$ cat src/verilog/frame_timing_regs.vh
// register offsets, field positions, reset values and timing counts for frame timing block
`ifndef FRAME_TIMING_REGS_VH
`define FRAME_TIMING_REGS_VH
`define OFS_FRAME_COUNT     12'h043c
`define OFS_PERIODIC_START  12'h0440
`define OFS_SLOW_THRESHOLD  12'h0444
`define OFS_HUB_DESC_FIRST  12'h0448
`define OFS_FRAME_PERIOD    12'h0434
`define OFS_FRAME_LEFT      12'h0438
`define OFS_CONTROL         12'h0460
`define OFS_POWER_CMD       12'h0464
`define OFS_PORT_MASK       12'h0468
`define OFS_STATUS          12'h046c
`define RST_FRAME_PERIOD    14'h2edf
`define RST_SLOW_THRESHOLD  12'h0628
`define RST_POWER_GOOD      8'h02
`define RST_OC_ABSENT       1'b1
`define RST_OC_MODE         1'b0
`define RST_SWITCH_MODE     1'b1
`define RST_ALWAYS_ON       1'b0
`define RST_PORT_COUNT      8'h01
`define BIT_OC_ABSENT       12
`define BIT_OC_MODE         11
`define BIT_COMPOUND        10
`define BIT_SWITCH_MODE     9
`define BIT_ALWAYS_ON       8
`define FULL_SPEED_KHZ      12000
`define CLOCK_KHZ           250000
`define BIT_TIME_CYCLES     (`CLOCK_KHZ / `FULL_SPEED_KHZ)
`define POWER_UNIT_MS       2
`endif
$ cat src/verilog/frame_bit_timer.v
// bit-time strobe generator from the controller clock
`timescale 1ns/1ps
module frame_bit_timer #(
  parameter [7:0] CYCLES = 8'd20
) (
  input  wire aclk,
  input  wire aresetn,
  output reg  bit_tick
);
  reg [7:0] count_reg;
  always @(posedge aclk) begin
    if (!aresetn) begin
      count_reg <= 8'h00;
      bit_tick  <= 1'b0;
    end else if (count_reg == CYCLES - 8'd1) begin
      count_reg <= 8'h00;
      bit_tick  <= 1'b1;
    end else begin
      count_reg <= count_reg + 8'd1;
      bit_tick  <= 1'b0;
    end
  end
endmodule

$ cat src/verilog/frame_timing.v
// frame counter, periodic start, slow threshold and root hub descriptor with axi4-lite slave
//
// Local design decision: the AXI4-Lite slave port.
`timescale 1ns/1ps
`include "frame_timing_regs.vh"
// Notes on behaviour
// - frame count increments on reload, wraps
// - entering running state bumps frame count
// - write count to shared area after sof
// - set frame start flag after write-back
// - periodic start clears on reset, software-written
// - periodic lists win at periodic start
// - finish current control/bulk transaction first
// - slow transaction only if left >= threshold
// - overcurrent absent resets to one
// - overcurrent mode: collective or per-port
// - overcurrent mode follows switch mode at reset (here it resets to zero while switch mode resets to one)
// - compound bit reads zero, writes ignored
// - switch mode zero powers ports together
// - masked ports obey only per-port commands
// - unmasked ports obey only global commands
// - always-on flag resets zero, selects switching
// - port count read-only, resets to one
// - frame left counts bit times, reloads
// - frame period resets to nominal
module frame_timing #(
  parameter       PORTS      = 1,
  parameter [7:0] PORT_COUNT = `RST_PORT_COUNT
) (
  input  wire             aclk,
  input  wire             aresetn,
  input  wire [11:0]      s_axi_awaddr,
  input  wire             s_axi_awvalid,
  output reg              s_axi_awready,
  input  wire [31:0]      s_axi_wdata,
  input  wire [3:0]       s_axi_wstrb,
  input  wire             s_axi_wvalid,
  output reg              s_axi_wready,
  output reg  [1:0]       s_axi_bresp,
  output reg              s_axi_bvalid,
  input  wire             s_axi_bready,
  input  wire [11:0]      s_axi_araddr,
  input  wire             s_axi_arvalid,
  output reg              s_axi_arready,
  output reg  [31:0]      s_axi_rdata,
  output reg  [1:0]       s_axi_rresp,
  output reg              s_axi_rvalid,
  input  wire             s_axi_rready,
  input  wire             xfer_busy,
  input  wire             slow_request,
  input  wire             comm_write_done,
  output reg              comm_write_req,
  output reg  [15:0]      comm_write_data,
  output reg              sof_send,
  output reg              periodic_priority,
  output reg              slow_start_ok,
  output reg              frame_start_flag,
  output reg  [PORTS-1:0] port_power
);
  localparam S_IDLE  = 3'b001;
  localparam S_WBACK = 3'b010;
  localparam S_WAIT  = 3'b100;
  wire        bit_tick;
  reg  [15:0] frame_count_reg;
  reg  [13:0] frame_left_reg;
  reg  [13:0] frame_period_reg;
  reg  [13:0] periodic_start_reg;
  reg  [11:0] slow_threshold_reg;
  reg  [7:0]  power_good_reg;
  reg         oc_absent_reg;
  reg         oc_mode_reg;
  reg         switch_mode_reg;
  reg         always_on_reg;
  reg         running_reg;
  reg         running_d_reg;
  reg  [PORTS-1:0] mask_reg;
  reg  [2:0]  state_reg;
  reg         pend_reg;
  reg  [11:0] awaddr_reg;
  reg  [31:0] wdata_reg;
  reg  [3:0]  wstrb_reg;
  reg         aw_have_reg;
  reg         w_have_reg;
  reg  [31:0] rd_next;
  reg         rd_ok;
  wire        reload;
  wire        enter_run;
  wire        do_write;
  wire        full_word;
  frame_bit_timer #(
    .CYCLES (8'd20)
  ) u_bit_timer (
    .aclk     (aclk),
    .aresetn  (aresetn),
    .bit_tick (bit_tick)
  );
  assign reload    = running_reg && bit_tick && (frame_left_reg == 14'h0000);
  assign enter_run = running_reg && !running_d_reg;
  assign do_write  = aw_have_reg && w_have_reg && !s_axi_bvalid;
  // partial writes are ignored whole; fields span bytes so require all set
  assign full_word = (wstrb_reg == 4'hf);
  // write channel: address and data in either order, response after both
  always @(posedge aclk) begin
    if (!aresetn) begin
      s_axi_awready <= 1'b1;
      s_axi_wready  <= 1'b1;
      s_axi_bvalid  <= 1'b0;
      s_axi_bresp   <= 2'b00;
      aw_have_reg   <= 1'b0;
      w_have_reg    <= 1'b0;
      awaddr_reg    <= 12'h000;
      wdata_reg     <= 32'h0000_0000;
      wstrb_reg     <= 4'h0;
    end else begin
      if (s_axi_awvalid && s_axi_awready) begin
        awaddr_reg    <= s_axi_awaddr;
        aw_have_reg   <= 1'b1;
        s_axi_awready <= 1'b0;
      end
      if (s_axi_wvalid && s_axi_wready) begin
        wdata_reg    <= s_axi_wdata;
        wstrb_reg    <= s_axi_wstrb;
        w_have_reg   <= 1'b1;
        s_axi_wready <= 1'b0;
      end
      if (do_write) begin
        s_axi_bvalid <= 1'b1;
        aw_have_reg  <= 1'b0;
        w_have_reg   <= 1'b0;
        case (awaddr_reg)
          `OFS_PERIODIC_START, `OFS_SLOW_THRESHOLD, `OFS_HUB_DESC_FIRST, `OFS_FRAME_PERIOD,
          `OFS_CONTROL, `OFS_POWER_CMD, `OFS_PORT_MASK, `OFS_FRAME_COUNT, `OFS_FRAME_LEFT,
          `OFS_STATUS: s_axi_bresp <= 2'b00;
          default:     s_axi_bresp <= 2'b10;
        endcase
      end
      if (s_axi_bvalid && s_axi_bready) begin
        s_axi_bvalid  <= 1'b0;
        s_axi_awready <= 1'b1;
        s_axi_wready  <= 1'b1;
      end
    end
  end
  // software-writable fields
  always @(posedge aclk) begin
    if (!aresetn) begin
      periodic_start_reg <= 14'h0000;
      slow_threshold_reg <= `RST_SLOW_THRESHOLD;
      frame_period_reg   <= `RST_FRAME_PERIOD;
      power_good_reg     <= `RST_POWER_GOOD;
      oc_absent_reg      <= `RST_OC_ABSENT;
      // collective reporting pairs with ganged; reset switch mode is individual though,
      // the mode stays zero as printed and software aligns the pair
      oc_mode_reg        <= `RST_OC_MODE;
      switch_mode_reg    <= `RST_SWITCH_MODE;
      always_on_reg      <= `RST_ALWAYS_ON;
      running_reg        <= 1'b0;
      mask_reg           <= {PORTS{1'b0}};
      port_power         <= {PORTS{1'b0}};
    end else begin
      if (always_on_reg) begin
        port_power <= {PORTS{1'b1}};
      end
      if (do_write && full_word) begin
        case (awaddr_reg)
          `OFS_PERIODIC_START: periodic_start_reg <= wdata_reg[13:0];
          `OFS_SLOW_THRESHOLD: slow_threshold_reg <= wdata_reg[11:0];
          `OFS_FRAME_PERIOD:   frame_period_reg   <= wdata_reg[13:0];
          `OFS_HUB_DESC_FIRST: begin
            power_good_reg  <= wdata_reg[31:24];
            oc_absent_reg   <= wdata_reg[`BIT_OC_ABSENT];
            oc_mode_reg     <= wdata_reg[`BIT_OC_MODE];
            switch_mode_reg <= wdata_reg[`BIT_SWITCH_MODE];
            always_on_reg   <= wdata_reg[`BIT_ALWAYS_ON];
            // compound bit and port count are not stored
          end
          `OFS_CONTROL:   running_reg <= wdata_reg[0];
          `OFS_PORT_MASK: mask_reg    <= wdata_reg[PORTS:1];
          `OFS_POWER_CMD: begin
            // bits: 0 global on, 1 global off, 2 port on, 3 port off; port select in [15:8]
            if (!always_on_reg) begin
              if (!switch_mode_reg) begin
                if (wdata_reg[0]) port_power <= {PORTS{1'b1}};
                if (wdata_reg[1]) port_power <= {PORTS{1'b0}};
              end else begin
                port_power <= (port_power & (mask_reg | ~{PORTS{wdata_reg[1]}}))
                            | (~mask_reg & {PORTS{wdata_reg[0]}});
                if (wdata_reg[2]) port_power <= port_power | (mask_reg & wdata_reg[PORTS+7:8]);
                if (wdata_reg[3]) port_power <= port_power & ~(mask_reg & wdata_reg[PORTS+7:8]);
              end
            end
          end
          default: ;
        endcase
      end
    end
  end
  // frame timing: bit-time countdown, frame count and shared area write-back
  always @(posedge aclk) begin
    if (!aresetn) begin
      frame_left_reg    <= 14'h0000;
      frame_count_reg   <= 16'h0000;
      running_d_reg     <= 1'b0;
      state_reg         <= S_IDLE;
      pend_reg          <= 1'b0;
      comm_write_req    <= 1'b0;
      comm_write_data   <= 16'h0000;
      sof_send          <= 1'b0;
      frame_start_flag  <= 1'b0;
      periodic_priority <= 1'b0;
      slow_start_ok     <= 1'b0;
    end else begin
      running_d_reg <= running_reg;
      sof_send      <= 1'b0;
      if (enter_run) begin
        frame_left_reg <= frame_period_reg;
      end else if (running_reg && bit_tick) begin
        frame_left_reg <= reload ? frame_period_reg : frame_left_reg - 14'd1;
      end
      if (reload || enter_run) begin
        frame_count_reg <= frame_count_reg + 16'd1;
        sof_send        <= 1'b1;
        pend_reg        <= 1'b1;
      end
      // periodic priority latched at the threshold but held off while a transfer runs
      if (reload || enter_run) begin
        periodic_priority <= 1'b0;
      end else if (running_reg && frame_left_reg <= periodic_start_reg && !xfer_busy) begin
        periodic_priority <= 1'b1;
      end
      slow_start_ok <= slow_request && running_reg && (frame_left_reg >= slow_threshold_reg);
      // software clears the start flag by writing one to status bit 0; a new set wins
      if (do_write && full_word && awaddr_reg == `OFS_STATUS && wdata_reg[0]) begin
        frame_start_flag <= 1'b0;
      end
      case (state_reg)
        S_IDLE: begin
          if (pend_reg && !sof_send) begin
            comm_write_req  <= 1'b1;
            comm_write_data <= frame_count_reg;
            pend_reg        <= 1'b0;
            state_reg       <= S_WBACK;
          end
        end
        S_WBACK: begin
          if (comm_write_done) begin
            comm_write_req   <= 1'b0;
            frame_start_flag <= 1'b1;
            state_reg        <= S_WAIT;
          end
        end
        S_WAIT: begin
          state_reg <= S_IDLE;
        end
        default: state_reg <= S_IDLE;
      endcase
    end
  end
  // read mux; reserved bits zero
  always @* begin
    rd_next = 32'h0000_0000;
    rd_ok   = 1'b1;
    case (s_axi_araddr)
      `OFS_FRAME_COUNT:    rd_next[15:0] = frame_count_reg;
      `OFS_PERIODIC_START: rd_next[13:0] = periodic_start_reg;
      `OFS_SLOW_THRESHOLD: rd_next[11:0] = slow_threshold_reg;
      `OFS_FRAME_PERIOD:   rd_next[13:0] = frame_period_reg;
      `OFS_FRAME_LEFT:     rd_next[13:0] = frame_left_reg;
      `OFS_HUB_DESC_FIRST: begin
        rd_next[31:24]           = power_good_reg;
        rd_next[`BIT_OC_ABSENT]  = oc_absent_reg;
        rd_next[`BIT_OC_MODE]    = oc_mode_reg;
        rd_next[`BIT_COMPOUND]   = 1'b0;
        rd_next[`BIT_SWITCH_MODE] = switch_mode_reg;
        rd_next[`BIT_ALWAYS_ON]  = always_on_reg;
        rd_next[7:0]             = PORT_COUNT;
      end
      `OFS_CONTROL:   rd_next[0] = running_reg;
      `OFS_PORT_MASK: rd_next[PORTS:1] = mask_reg;
      `OFS_POWER_CMD: rd_next[PORTS+7:8] = port_power;
      `OFS_STATUS: begin
        rd_next[0] = frame_start_flag;
        rd_next[1] = periodic_priority;
      end
      default: rd_ok = 1'b0;
    endcase
  end
  always @(posedge aclk) begin
    if (!aresetn) begin
      s_axi_arready <= 1'b1;
      s_axi_rvalid  <= 1'b0;
      s_axi_rdata   <= 32'h0000_0000;
      s_axi_rresp   <= 2'b00;
    end else if (s_axi_arvalid && s_axi_arready) begin
      s_axi_arready <= 1'b0;
      s_axi_rvalid  <= 1'b1;
      s_axi_rdata   <= rd_next;
      s_axi_rresp   <= rd_ok ? 2'b00 : 2'b10;
    end else if (s_axi_rvalid && s_axi_rready) begin
      s_axi_rvalid  <= 1'b0;
      s_axi_arready <= 1'b1;
    end
  end
endmodule

$ cat config.mk
export PLATFORM = sky130hd
export DESIGN_NAME = frame_timing
export DESIGN_NICKNAME = d
export VERILOG_FILES = /design/src/verilog/frame_bit_timer.v /design/src/verilog/frame_timing.v
export VERILOG_INCLUDE_DIRS = /design/src /design/src/verilog
export SDC_FILE = /design/constraint.sdc
export NUM_CORES = 1
export LEC_CHECK = 0
export BUFFER_PORTS_ARGS = -buffer_cell sky130_fd_sc_hd__buf_2
export CORE_ASPECT_RATIO = 1.5
export CORE_MARGIN = 1
export CORE_UTILIZATION = 55
export DETAILED_ROUTE_END_ITERATION = 10
export PLACE_DENSITY_LB_ADDON = 0.2
export RECOVER_POWER = 100
export SETUP_SLACK_MARGIN = 0.1
export SYNTH_ARGS = -nofsm -noshare
export SYNTH_HDL_FRONTEND = slang
export SYNTH_SLANG_ARGS = --single-unit
$ cat constraint.sdc
create_clock -name aclk -period 2.66 [get_ports aclk]
set_input_delay 0.266 -clock aclk [delete_from_list [all_inputs] [get_ports aclk]]
set_output_delay 0.266 -clock aclk [all_outputs]
set_load 0.1 [all_outputs]
==> out/metrics.cfg <==
[outcome]
outcome = complete, no violations

[clocking]
root_buffer = clkbuf_16
cts_buffers = 17
cts_tree = yes
clock_latency_ns = 0.44
cts_resized = 0
post_cts_buffers = 0
clk_pin_slew_worst_paths_ns = 0.07
clock_sinks = 191
ctsHoldBuffers = 0
h-tree-depth = 4
clockBufferDepth = 2

[synthesis]
synth_top_area_share_pct = 42.9
synth.area.top_cells = dfxtp_1 (43%), nand2_1 (9.1%), a21oi_1 (6.0%)
synthFlopType = dfxtp_1
synthCells = 1098
synth-edff-count = 0
synth-async-reset-ratio_pct = 0
ys_ff_latch = 191
synth_area_per_cell_um2 = 8.12
ys_seq_area_share_pct = 42.9
yosys_warnings = 0
synth.most_common_cell = nand2_1
synth_common_cells = nand2_1 (217), dfxtp_1 (191), a21oi_1 (106)
synth.distinct_cells = 75
syn_area_um2 = 8910
yosys.area.top_type = dfxtp_1

[hold_path]
hold_start = s_axi_wvalid
hold_end = s_axi_wready$_SDFFE_PP1P_
hp-class = input port to flop
min_path_cells = 2

[sta]
drv_slew = 0
fin_crit_sh_pct = 93.4
setup_viol_count_final = 0
finClkSkew_ns = 0.0120
whs_ns = 0.0318
hold_viol = 0
max_slew_margin_pct = 19.4
rsz0062_at_grt = no
worst_slew_pin_slew_ns = 1.21
fmax_mhz = 403
timing.setup.tns_ns = 0
min_period_ns = 2.48

[placement]
gp_congestion = 0.942
dp_cells = 1387
port_buffers = 112
dpl.hpwl_um = 17800
dpl_cell_area_um2 = 9770

[layout]
drive_above_1_share_pct = 11.4
instances_no_fill = 1419
fin_area_um2 = 10300
nets = 1303
area_growth_pct = 15.0
antenna_cells = 0
largest_register_ffs = 24
fillers = 1484

[floorplanning]
die_h_um = 158
die_area_um2 = 16700
core_region_area_um2 = 15800
fp-row-count = 56
die_w_um = 106
initial_core_util_pct = 56.5
io_pins = 133

[global_routing]
track_usage_pct = 29.1
grt_pass1_vias = 7500
grt_max_degree = 69
overflow = 0
grt_pass1_wl_um = 37900
antenna_found_initial = 0

[route]
drcViolationCount = 0
post_drt_wl_per_cell_um = 16.7
first_pass_iters = 5
antenna_left = 0
finalWirelength_um = 23800
vias_per_cell = 5.74
drtIter0Drc = 437
num_vias = 8151

[worst_setup_path]
start_kind = flop
crit_required_ns = 2.95
r2r_cells = 6
r2r_start = frame_left_reg[2]$_SDFFE_PN0P_
crit_fanout = 6
cp.arrival_ns = 2.78
cp-end-kind = flop
critPathKind = flop to flop
reg2reg_to = frame_count_reg[1]$_SDFFE_PN0P_
rrSetupSlack_ns = 0.18

[pwr]
leakagePower_uw = 0.00403
peakVddDrop_v = 0.000483
power_density_nw_per_um2 = 600

[flow_run]
drv_cap = 0

[how the worst max path moves through the flow]
| stage | startpoint | end | slack (ns) | cells past startpoint |
|---|---|---|---|---|
| 5_1_grt | awaddr_reg[8]$_SDFFE_PN0P_ | slow_threshold_reg[3]$_SDFFE_PN1P_ | 0.1 | 7 |
| 3_3_place_gp | frame_left_reg[2]$_SDFFE_PN0P_ | frame_left_reg[11]$_SDFFE_PN0P_ | 0.31 | 6 |
| 2_1_floorplan | s_axi_bvalid$_SDFFE_PP0P_ | oc_absent_reg$_SDFFE_PN1P_ | 0.20 | 6 |
| 4_1_cts | frame_left_reg[2]$_SDFFE_PN0P_ | frame_left_reg[4]$_SDFFE_PN0P_ | 0.29 | 6 |
| 3_5_place_dp | frame_left_reg[2]$_SDFFE_PN0P_ | frame_left_reg[4]$_SDFFE_PN0P_ | 0.29 | 6 |
| 6_report | frame_left_reg[2]$_SDFFE_PN0P_ | frame_count_reg[1]$_SDFFE_PN0P_ | 0.18 | 6 |
[cells by family after synthesis]
kind of cell | share of synthesized area, %
flip-flops | 42.9
multiplexers | 4.09
buffers and inverters | 5.57
adder cells (fa/ha/maj) | 4.21
other | 0.0421
XOR/XNOR | 1.08
AND/OR/NAND/NOR | 24.2
AO/OA/AOI/OAI | 17.9
[placed cells by master (no fill, tap or decap), types with 36 or more instances in the layout]
cell and count:
nand2_1 217, dfxtp_1 191, a21oi_1 106, o21ai_0 67
nand3_1 66, clkbuf_1 61, nor2_1 59, buf_2 58
inv_1 36
[cell type report]
class | instances | area (um^2) | share of cell area [%]
clock buffer | 17 | 425 | 4.15
tap | 203 | 254 | 2.48
multi-input combinational | 800 | 4610 | 45.0
timing repair buffer | 156 | 802 | 7.82
sequential | 191 | 3820 | 37.3
clock inverter | 15 | 195 | 1.90
inverter | 37 | 139 | 1.35
[report_power, final]
part           internal, uW  total (uW)  leakage, uW  switching (uW)
Clock                  1440        2680     0.000304            1240
Combinational           112         504      0.00217             391
Sequential             2920        2960      0.00155            47.9
Total                  4470        6150      0.00403            1680
[metal layers]
| metal | track usage, % | wire length (um) | vias up |
|---|---|---|---|
| met3 | 4.90 | 1010 | 68 |
| li1 | - | - | 4060 |
| met4 | 15.1 | 1050 | 0 |
| met2 | 52.2 | 12100 | 248 |
| met1 | 33.1 | 9580 | 3775 |
| met5 | 0 | 0 | - |
[critical path: stages, from the launching register on]
cell      delay [ns]
dfxtp_1         0.31
or4_1           0.54
or4_4           0.64
a21oi_4         0.23
clkbuf_1        0.31
mux2i_1         0.24
nor2_1          0.07
[per-stage QoR]
stage | power [uW] | setup slack (ns) | util, %
4_1_cts | 6180 | 0.288 | 65.9
3_3_place_gp | 3540 | 0.308 | 61.9
2_1_floorplan | 3420 | 0.199 | -
6_report | 6150 | 0.176 | 65.0
5_1_grt | 6350 | 0.0984 | 65.0
3_5_place_dp | 3540 | 0.292 | 61.9
Power figures use the tool's default switching activity.
